### src/inc/fifo_pkg.sv
// Shared constants for the 18-bit dual-clock FIFO
package fifo_pkg;
  localparam int DATA_W = 18;
  localparam int OFF_W = 12;
  localparam int DEPTH_DEF = 256;
  localparam logic [11:0] AE_OFF_RST = 12'h007;
  localparam logic [11:0] AF_OFF_RST = 12'h007;
  localparam logic [17:0] DOUT_RST = 18'h00000;
  // Bit positions inside the synchronised pin vector
  localparam int P_WCLK = 0;
  localparam int P_RCLK = 1;
  localparam int P_WEN = 2;
  localparam int P_REN = 3;
  localparam int P_LD = 4;
  localparam int P_RST = 5;
  localparam int P_FLAG_SYNC_STRAP = 6;
  localparam int P_FLRT = 7;
  localparam int P_WXI = 8;
  localparam int P_RXI = 9;
  localparam int P_CASC = 10;
  localparam int P_DATA = 11;
  localparam int PIN_W = 29;
endpackage : fifo_pkg

### src/inc/flag_if.sv
// Pointer view and level results shared by the core and the level logic
`timescale 1ns/100ps
interface flag_if #(parameter int PW = 9) ();
  logic [PW-1:0] wr_ptr;
  logic [PW-1:0] rd_ptr;
  logic [11:0] ae_off;
  logic [11:0] af_off;
  logic not_empty;
  logic not_full;
  logic ae_n;
  logic af_n;
  logic half_n;
  logic used_last_w;
  logic used_last_r;
  modport calc (input wr_ptr, input rd_ptr, input ae_off, input af_off,
    output not_empty, output not_full, output ae_n, output af_n,
    output half_n, output used_last_w, output used_last_r);
  modport core (output wr_ptr, output rd_ptr, output ae_off,
    output af_off, input not_empty, input not_full, input ae_n,
    input af_n, input half_n, input used_last_w, input used_last_r);
endinterface : flag_if

### src/hw/fifo_top.sv
// Dual-clock 18-bit FIFO core with programmable flags and chaining
//
// What this block does
// - 18-bit write bus in, 18-bit read bus out
// - Write edge, enable low, not full: push
// - Read edge, enable low, not empty: pop oldest
// - Load low: writes go to offset registers
// - Load low: reads return offset registers
// - Empty flag low when empty, read edges or retransmit only
// - Full flag low when full, write edges only
// - Almost-empty low at or below offset
// - Almost-empty on read edges unless strap high
// - Almost-full low within offset of full
// - Almost-full on write edges unless strap high
// - Shared pin: half-full, or chain out cascaded
// - First-load strap low marks first chain device
// - Standalone: first-load pin strobes retransmit
// - Chain inputs from previous device, else low
// - Reset empties buffer, empty flag low
// - Two 12-bit offsets from low input bits
// - Load accesses alternate empty then full offset
// - Reads when empty keep last output word
`timescale 1ns/100ps
module fifo_top #(parameter int DEPTH = fifo_pkg::DEPTH_DEF)
(
  input wire logic REF_CLK,
  input wire logic SYS_RST,
  input wire logic WRITE_CLK,
  input wire logic READ_CLK,
  input wire logic [17:0] WRITE_DATA_IN,
  input wire logic WRITE_EN_N,
  input wire logic READ_EN_N,
  input wire logic LOAD_SELECT_N,
  input wire logic RESET_N,
  input wire logic FLAG_SYNC_STRAP,
  input wire logic FIRST_LOADER_OR_RETRANSMIT,
  input wire logic WRITE_CHAIN_IN,
  input wire logic READ_CHAIN_IN,
  input wire logic CASCADE_EN,
  output logic [17:0] READ_DATA_OUT,
  output logic EMPTY_FLAG_N,
  output logic FULL_FLAG_N,
  output logic ALMOST_EMPTY_FLAG_N,
  output logic ALMOST_FULL_FLAG_N,
  output logic WRITE_CHAIN_OUT_OR_HALF_FULL,
  output logic READ_CHAIN_OUT
);
  localparam int AW = $clog2(DEPTH);
  localparam int PW = AW + 1;

  logic [fifo_pkg::PIN_W-1:0] pins;
  logic [fifo_pkg::PIN_W-1:0] sy;
  logic [fifo_pkg::PIN_W-1:0] pv;
  logic wr_tick, rd_tick, wr_tick_d_ff, rd_tick_d_ff;
  logic wen_n, ren_n, ld_n, soft_rst, strap, casc, rt_pulse;
  logic wxi_rise, rxi_rise;
  logic [17:0] din;
  logic wr_ok, rd_ok, ld_wr, ld_rd;
  logic [PW-1:0] wr_ptr_ff, rd_ptr_ff;
  logic [11:0] ae_off_ff, af_off_ff;
  logic wsel_ff, rsel_ff, wtok_ff, rtok_ff, wxo_ff, rxo_ff;
  logic [17:0] mem [DEPTH];

  flag_if #(.PW(PW)) lv ();

  ////////////////////////////////////////////////////////////////////////////
  // Pin capture; both link clocks are sampled and their edges found here
  assign pins = {WRITE_DATA_IN, CASCADE_EN, READ_CHAIN_IN, WRITE_CHAIN_IN,
    FIRST_LOADER_OR_RETRANSMIT, FLAG_SYNC_STRAP, RESET_N, LOAD_SELECT_N,
    READ_EN_N, WRITE_EN_N, READ_CLK, WRITE_CLK};

  pin_sync #(.W(fifo_pkg::PIN_W)) u_sync (
    .clk(REF_CLK),
    .rst(SYS_RST),
    .din(pins),
    .sync(sy),
    .prev(pv)
  );

  // Controls and data come from the older sample, taken before the edge,
  // so a hold time shorter than our period cannot corrupt them
  assign wr_tick = sy[fifo_pkg::P_WCLK] & ~pv[fifo_pkg::P_WCLK];
  assign rd_tick = sy[fifo_pkg::P_RCLK] & ~pv[fifo_pkg::P_RCLK];
  assign wen_n = pv[fifo_pkg::P_WEN];
  assign ren_n = pv[fifo_pkg::P_REN];
  assign ld_n = pv[fifo_pkg::P_LD];
  assign din = pv[fifo_pkg::P_DATA +: 18];
  assign soft_rst = ~sy[fifo_pkg::P_RST];
  assign strap = sy[fifo_pkg::P_FLAG_SYNC_STRAP];
  assign casc = sy[fifo_pkg::P_CASC];
  assign rt_pulse = ~casc & sy[fifo_pkg::P_FLRT]
    & ~pv[fifo_pkg::P_FLRT];
  assign wxi_rise = sy[fifo_pkg::P_WXI] & ~pv[fifo_pkg::P_WXI];
  assign rxi_rise = sy[fifo_pkg::P_RXI] & ~pv[fifo_pkg::P_RXI];

  // Request decode; load select steers both sides to the offsets
  assign wr_ok = wr_tick & ~wen_n & ld_n & FULL_FLAG_N & wtok_ff;
  assign rd_ok = rd_tick & ~ren_n & ld_n & EMPTY_FLAG_N & rtok_ff;
  assign ld_wr = wr_tick & ~wen_n & ~ld_n;
  assign ld_rd = rd_tick & ~ren_n & ~ld_n;

  ////////////////////////////////////////////////////////////////////////////
  // Level logic sees both pointers on the one sampling clock, so no
  // pointer is ever read mid-change
  assign lv.wr_ptr = wr_ptr_ff;
  assign lv.rd_ptr = rd_ptr_ff;
  assign lv.ae_off = ae_off_ff;
  assign lv.af_off = af_off_ff;

  level_calc #(.DEPTH(DEPTH), .PW(PW)) u_level (
    .lv(lv)
  );

  // Flags refresh one cycle after the edge, once the pointers moved
  always_ff @(posedge REF_CLK or posedge SYS_RST)
  begin
    if (SYS_RST)
    begin
      wr_tick_d_ff <= 1'b0;
      rd_tick_d_ff <= 1'b0;
    end
    else
    begin
      wr_tick_d_ff <= wr_tick;
      rd_tick_d_ff <= rd_tick;
    end
  end

  ////////////////////////////////////////////////////////////////////////////
  // Storage; plain flip-flops without reset, pointers define validity
  always_ff @(posedge REF_CLK)
  begin
    if (wr_ok)
      mem[wr_ptr_ff[AW-1:0]] <= din;
  end

  // Write pointer
  always_ff @(posedge REF_CLK or posedge SYS_RST)
  begin
    if (SYS_RST)
      wr_ptr_ff <= '0;
    else if (soft_rst)
      wr_ptr_ff <= '0;
    else if (wr_ok)
      wr_ptr_ff <= wr_ptr_ff + 1'b1;
  end

  // Read pointer; retransmit rewinds to the first word since reset,
  // which only replays correctly before the write side has wrapped
  always_ff @(posedge REF_CLK or posedge SYS_RST)
  begin
    if (SYS_RST)
      rd_ptr_ff <= '0;
    else if (soft_rst || rt_pulse)
      rd_ptr_ff <= '0;
    else if (rd_ok)
      rd_ptr_ff <= rd_ptr_ff + 1'b1;
  end

  ////////////////////////////////////////////////////////////////////////////
  // Offset registers and their alternating selectors
  always_ff @(posedge REF_CLK or posedge SYS_RST)
  begin
    if (SYS_RST)
    begin
      ae_off_ff <= fifo_pkg::AE_OFF_RST;
      af_off_ff <= fifo_pkg::AF_OFF_RST;
      wsel_ff <= 1'b0;
    end
    else if (soft_rst)
    begin
      ae_off_ff <= fifo_pkg::AE_OFF_RST;
      af_off_ff <= fifo_pkg::AF_OFF_RST;
      wsel_ff <= 1'b0;
    end
    else if (ld_wr)
    begin
      if (!wsel_ff)
        ae_off_ff <= din[11:0];
      else
        af_off_ff <= din[11:0];
      wsel_ff <= ~wsel_ff;
    end
  end

  // Read-side selector walks the same order independently
  always_ff @(posedge REF_CLK or posedge SYS_RST)
  begin
    if (SYS_RST)
      rsel_ff <= 1'b0;
    else if (soft_rst)
      rsel_ff <= 1'b0;
    else if (ld_rd)
      rsel_ff <= ~rsel_ff;
  end

  ////////////////////////////////////////////////////////////////////////////
  // Output register; holds its word when no read is taken
  always_ff @(posedge REF_CLK or posedge SYS_RST)
  begin
    if (SYS_RST)
      READ_DATA_OUT <= fifo_pkg::DOUT_RST;
    else if (soft_rst)
      READ_DATA_OUT <= fifo_pkg::DOUT_RST;
    else if (ld_rd)
      READ_DATA_OUT <= {6'h00, rsel_ff ? af_off_ff : ae_off_ff};
    else if (rd_ok)
      READ_DATA_OUT <= mem[rd_ptr_ff[AW-1:0]];
  end

  ////////////////////////////////////////////////////////////////////////////
  // Boundary flags, each owned by its own side
  always_ff @(posedge REF_CLK or posedge SYS_RST)
  begin
    if (SYS_RST)
      EMPTY_FLAG_N <= 1'b0;
    else if (soft_rst)
      EMPTY_FLAG_N <= 1'b0;
    else if (rd_tick_d_ff || rt_pulse)
      EMPTY_FLAG_N <= lv.not_empty;
  end

  always_ff @(posedge REF_CLK or posedge SYS_RST)
  begin
    if (SYS_RST)
      FULL_FLAG_N <= 1'b1;
    else if (soft_rst)
      FULL_FLAG_N <= 1'b1;
    else if (wr_tick_d_ff)
      FULL_FLAG_N <= lv.not_full;
  end

  // Strap high lets the almost flags follow the level every cycle
  always_ff @(posedge REF_CLK or posedge SYS_RST)
  begin
    if (SYS_RST)
    begin
      ALMOST_EMPTY_FLAG_N <= 1'b0;
      ALMOST_FULL_FLAG_N <= 1'b1;
    end
    else if (soft_rst)
    begin
      ALMOST_EMPTY_FLAG_N <= 1'b0;
      ALMOST_FULL_FLAG_N <= 1'b1;
    end
    else
    begin
      if (strap || rd_tick_d_ff)
        ALMOST_EMPTY_FLAG_N <= lv.ae_n;
      if (strap || wr_tick_d_ff)
        ALMOST_FULL_FLAG_N <= lv.af_n;
    end
  end

  ////////////////////////////////////////////////////////////////////////////
  // Chain tokens: only the holder accepts writes or reads; the first
  // loader starts with both, every device does when not cascaded
  always_ff @(posedge REF_CLK or posedge SYS_RST)
  begin
    if (SYS_RST)
    begin
      wtok_ff <= 1'b0;
      wxo_ff <= 1'b0;
    end
    else if (soft_rst)
    begin
      wtok_ff <= ~casc | ~sy[fifo_pkg::P_FLRT];
      wxo_ff <= 1'b0;
    end
    else if (wr_ok && casc && lv.used_last_w)
    begin
      wtok_ff <= 1'b0;
      wxo_ff <= 1'b1;
    end
    else
    begin
      if (wxi_rise && casc)
        wtok_ff <= 1'b1;
      if (wr_tick)
        wxo_ff <= 1'b0;
    end
  end

  always_ff @(posedge REF_CLK or posedge SYS_RST)
  begin
    if (SYS_RST)
    begin
      rtok_ff <= 1'b0;
      rxo_ff <= 1'b0;
    end
    else if (soft_rst)
    begin
      rtok_ff <= ~casc | ~sy[fifo_pkg::P_FLRT];
      rxo_ff <= 1'b0;
    end
    else if (rd_ok && casc && lv.used_last_r)
    begin
      rtok_ff <= 1'b0;
      rxo_ff <= 1'b1;
    end
    else
    begin
      if (rxi_rise && casc)
        rtok_ff <= 1'b1;
      if (rd_tick)
        rxo_ff <= 1'b0;
    end
  end

  // Shared pin: pulse when cascaded, half-full level otherwise
  always_ff @(posedge REF_CLK or posedge SYS_RST)
  begin
    if (SYS_RST)
    begin
      WRITE_CHAIN_OUT_OR_HALF_FULL <= 1'b1;
      READ_CHAIN_OUT <= 1'b0;
    end
    else
    begin
      WRITE_CHAIN_OUT_OR_HALF_FULL <= casc ? wxo_ff : lv.half_n;
      READ_CHAIN_OUT <= rxo_ff;
    end
  end
endmodule : fifo_top

### src/hw/pin_sync.sv
// Two-stage synchroniser for pins plus one extra stage for edge finding
`timescale 1ns/100ps
module pin_sync #(parameter int W = 1)
(
  input wire logic clk,
  input wire logic rst,
  input wire logic [W-1:0] din,
  output logic [W-1:0] sync,
  output logic [W-1:0] prev
);
  logic [W-1:0] meta_ff;

  ////////////////////////////////////////////////////////////////////////////
  // One chain per bit; the first stage feeds only the second
  genvar i;
  generate
    for (i = 0; i < W; i++)
    begin : g_bit
      always_ff @(posedge clk or posedge rst)
      begin
        if (rst)
        begin
          meta_ff[i] <= 1'b0;
          sync[i] <= 1'b0;
          prev[i] <= 1'b0;
        end
        else
        begin
          meta_ff[i] <= din[i];
          sync[i] <= meta_ff[i];
          prev[i] <= sync[i];
        end
      end
    end
  endgenerate
endmodule : pin_sync

### src/hw/level_calc.sv
// Fill level compares for empty, full, almost and half-full points
`timescale 1ns/100ps
module level_calc #(parameter int DEPTH = 256, parameter int PW = 9)
(
  flag_if.calc lv
);
  logic [PW-1:0] diff;
  logic [13:0] used;

  // Pointers carry one wrap bit, so the difference is the word count;
  // it is taken at pointer width first so a wrapped pair stays right
  assign diff = lv.wr_ptr - lv.rd_ptr;
  assign used = 14'(diff);
  assign lv.not_empty = (used != 14'h0000);
  assign lv.not_full = (used != 14'(DEPTH));
  // Limits follow DEPTH, so every depth option gets its own points
  assign lv.ae_n = !(used <= 14'(lv.ae_off));
  assign lv.af_n = !((used + 14'(lv.af_off)) >= 14'(DEPTH));
  assign lv.half_n = !(used > 14'(DEPTH / 2));
  // Chain hand-over points: this push fills, this pop empties
  assign lv.used_last_w = (used == 14'(DEPTH - 1));
  assign lv.used_last_r = (used == 14'h0001);
endmodule : level_calc

### config.mk
export PLATFORM = sky130hd
export DESIGN_NAME = fifo_top
export DESIGN_NICKNAME = d
export VERILOG_FILES = /design/src/inc/fifo_pkg.sv /design/src/inc/flag_if.sv /design/src/hw/fifo_top.sv /design/src/hw/pin_sync.sv /design/src/hw/level_calc.sv
export SDC_FILE = /design/constraint.sdc
export NUM_CORES = 2
export LEC_CHECK = 0
export ABC_AREA = 0
export BUFFER_PORTS_ARGS = -buffer_cell sky130_fd_sc_hd__buf_4
export CORE_UTILIZATION = 35
export DETAILED_ROUTE_END_ITERATION = 8
export GPL_ROUTABILITY_DRIVEN = 0
export HOLD_SLACK_MARGIN = 0.03
export MAX_ROUTING_LAYER = met4
export PLACE_DENSITY_LB_ADDON = 0.3
export SYNTH_ARGS = -nofsm -noshare
export SYNTH_HDL_FRONTEND = slang
export SYNTH_MEMORY_MAX_BITS = 65536
export SYNTH_SLANG_ARGS = --single-unit
### constraint.sdc
create_clock -name REF_CLK -period 6.4 [get_ports REF_CLK]
set_input_delay 0.64 -clock REF_CLK [delete_from_list [all_inputs] [get_ports REF_CLK]]
set_output_delay 0.64 -clock REF_CLK [all_outputs]
set_load 0.02 [all_outputs]
==> summary.txt <==
Final WL = 537 mm
Clock network fraction of design power = 43.8%
Delay of the slowest critical-path stage = 1.08 ns
RSZ-0062 raised after global routing = false
Core area = 0.522 mm^2
Final instance area = 0.211 mm^2
Seq pwr share = 55.1%
Crit path time final = 5.22 ns
Final setup TNS = 0 ns
CTS buffer count = 458
Final nets = 8955
Maximum clock rate = 0.192 GHz
Net Sw Power = 12.6 mW
Gate power share = 1.1%
Setup bufs post-CTS = 0
Clock-pin slew on the worst setup and hold paths = 0.06 ns
Clock sinks = 4766
Area delta synth->final = 14.6%
CP cell instances = buf_12, buf_4, mux4_2, mux4_2, mux2i_1, o21ai_1, nor3_1, o22ai_1
CTS Hold Buffers Added = 30
Slew Limit Fails = 0
Critical setup path kind = reg2reg
Placed cells = 15300
Worst-case clock buffer depth = 4
Synth Flop Type = edfxtp_1
Min-Delay Path Class = in2reg
Syn_nets = 8427
VDD IR max = 306 uV
Initial antenna violation count = 38
All-layer global routing usage = 20.5%
Number of global-route vias before repair = 92100
Yosys reg bits = 4766
CP delay by family, top = multiplexers
DP Wirelength = 318 mm
YS warnings = 0
Dpl cell area = 0.195 mm^2
Post-synth EDFFs = 4608
Syn Area/Cell = 22.0 um^2
Worst Tran Pin Value = 1.46 ns
CP most frequent cell = mux4_2
Die Area = 0.528 mm^2
Sequential share of the synthesized area = 77.4%
Depth of the CTS H-tree = 5
Cells after Synth = 8362
Row cnt = 265
Via density = 5.65
Die H = 727 um
Top-level I/O count = 55
Yosys cell types = 75
Share of cells above drive strength 1 = 28.2%
Clk_skew = 0.120 ns
Endpoints failing setup = 0
Slowest stage cell, crit path = nor3_1
Max-Cap Viols = 0
Final hold viol count = 0
Largest net degree at the start of global routing = 207
Skew-Pair Late Insertion Delay = 1.07 ns
Post-route insts no fill = 16200
Post-DRT Antenna Nets = 0
First-pass GRT wire length = 743 mm
Max Fanout on Critical Path = 37
Sw frac = 20.2%
Crit end category = register
Iter 0 DRT Violations = 12200
Initial Utilization = 35.2%
Synth async-reset ratio = 3.32%
P_int = 49.8 mW
Root Buffer = clkbuf_16
CP Buf/Inv Count = 2
Drc violations = 0
Routed WL per cell = 33.1 um
Critical path required time = 7.26 ns
DRT Pass-1 Iters = 8
Tcrit/Tclk final = 81.6%
Status = finished, final reports clean
PwrDens = 297 mW/mm^2
Critical Path AT = 6.09 ns
Input/output buffers = 54
# resized after CTS = 0
Gr ovfl total = 0
Startpoint Class = register
Slew margin rel. = 2.41%
Vias post-DR = 91800
CTS tree = yes
Die width = 727 um
Cell area after synthesis = 0.184 mm^2
Leakage = 63.1 nW
==> power by group through the flow <==
stage	clock network (mW)	registers [mW]	logic [mW]
5_1_grt	28.8	34.4	0.731
3_3_place_gp	0	35.0	0.638
2_1_floorplan	0	35.2	0.143
6_report	27.4	34.4	0.692
3_5_place_dp	0	35.1	0.678
4_1_cts	27.7	34.4	0.692
==> per-stage QoR <==
stage               hold WS (ns)  util [%]  total power [mW]  worst slack (ns)
finish                     0.222      40.4              62.5              1.18
global route               0.202      40.4              64.0              1.15
CTS                        0.146      40.3              62.8              1.30
detailed placement         0.335      37.4              35.7              1.30
global placement           0.332      37.4              35.7              1.34
floorplan                  0.331         -              35.4              1.51
==> metal layers <==
| layer | global-route usage [%] | share of wire (%) |
|---|---|---|
| met1 | 27.7 | 40 |
| met2 | 31.3 | 46 |
| met3 | 4.11 | 9.4 |
| met4 | 6.92 | 3.8 |
| met5 | - | 0 |
==> path summary, 6_finish.rpt <==
| path | start | endpoint | slack [ns] | depth (start not counted) |
|---|---|---|---|---|
| min in group asynchronous | SYS_RST | rxo_ff$_DFFE_PP0P_ | 0.24 | 3 |
| worst max-delay path | lv.rd_ptr[0]$_DFFE_PP0P_ | READ_DATA_OUT[7]$_DFFE_PP0P_ | 1.18 | 8 |
| worst max register to register | lv.rd_ptr[0]$_DFFE_PP0P_ | READ_DATA_OUT[7]$_DFFE_PP0P_ | 1.18 | 8 |
| worst min-delay path | RESET_N | u_sync.meta_ff[5]$_DFF_PP0_ | 0.22 | 2 |
| worst min register to register | u_sync.meta_ff[23]$_DFF_PP0_ | u_sync.sync[23]$_DFF_PP0_ | 0.35 | 0 |
| max in group asynchronous | SYS_RST | lv.rd_ptr[3]$_DFFE_PP0P_ | 4.45 | 4 |
==> registers in the layout (all words and copies together), names as in the netlist, 9 cells and up <==
signal,cells
af_off_ff,12
lv.wr_ptr,9
u_sync.meta_ff,29
mem,4608
u_sync.prev,26
lv.rd_ptr,9
ae_off_ff,12
READ_DATA_OUT,18
u_sync.sync,29
==> area by class of cell <==
class | count | area [um^2]
well taps | 6942 | 8690
inverters | 32 | 145
clock buffers | 579 | 12200
multi-input cells | 3098 | 39500
diodes | 11 | 27.5
clock inverters | 268 | 2910
repair buffers | 534 | 4720
flip-flops and latches | 4766 | 142000
fillers | 45700 | 311000
==> layout by cell type, fill, tap and decap left out, types with 19 or more instances in the layout <==
| master | Yosys | layout |
|---|---|---|
| a21oi_1 | 161 | 161 |
| a221oi_1 | 71 | 71 |
| a22o_1 | 22 | 22 |
| a22oi_1 | 61 | 61 |
| a31oi_1 | 19 | 19 |
| buf_12 | 12 | 51 |
| buf_4 | 32 | 453 |
| bufinv_16 | 0 | 48 |
| clkbuf_1 | 162 | 98 |
| clkbuf_16 | 0 | 463 |
| clkinv_1 | 3 | 97 |
| clkinv_2 | 0 | 73 |
| dfrtp_1 | 149 | 124 |
| dfrtp_4 | 0 | 23 |
| dlygate4sd3_1 | 0 | 30 |
| edfxtp_1 | 4608 | 4608 |
| ha_1 | 32 | 32 |
| inv_1 | 29 | 25 |
| mux2i_1 | 387 | 387 |
| mux4_2 | 1124 | 1124 |
| nand2_1 | 222 | 221 |
| nand2b_1 | 21 | 19 |
| nand3_1 | 65 | 52 |
| nand4_1 | 23 | 23 |
| nor2_1 | 361 | 114 |
| nor2_2 | 0 | 184 |
| nor2_4 | 0 | 63 |
| nor3_1 | 65 | 59 |
| o211ai_1 | 20 | 20 |
| o21ai_0 | 69 | 69 |
| o221ai_1 | 69 | 69 |
| o22ai_1 | 66 | 66 |
==> worst register-to-register path: cells and delay by family, from the launching register on <==
kind / cells / cell delay (ns)
buffers and inverters: 2 / 0.85
multiplexers: 3 / 1.73
AO/OA/AOI/OAI: 2 / 0.33
AND/OR/NAND/NOR: 1 / 1.08
flip-flops: 1 / 1.04
==> cells by family after synthesis <==
kind of cell             after synthesis  synth area share [%]
AO/OA/AOI/OAI                        692                  2.63
AND/OR/NAND/NOR                      840                  2.00
buffers and inverters                498                  1.73
XOR/XNOR                              18                0.0858
flip-flops                          4766                  77.4
adder cells (fa/ha/maj)               34                 0.240
multiplexers                        1514                  15.9
==> cells in the mapped netlist, drive strengths merged (22+ instances only) <==
master,n,area (um^2)
inv,29,109
o221ai,69,604
nand4,23,144
o21ai,75,375
nor2,361,1360
mux2i,387,3870
a21oi,161,806
o22ai,66,413
buf,304,2440
a22o,22,193
ha,32,400
mux4,1124,25300
edfxtp,4608,138000
dfrtp,149,3730
a221oi,73,652
a22oi,61,458
nand2,222,833
nor3,65,325
clkbuf,162,608
nand3,65,325
Note: power is estimated with default switching activity, not from simulation.
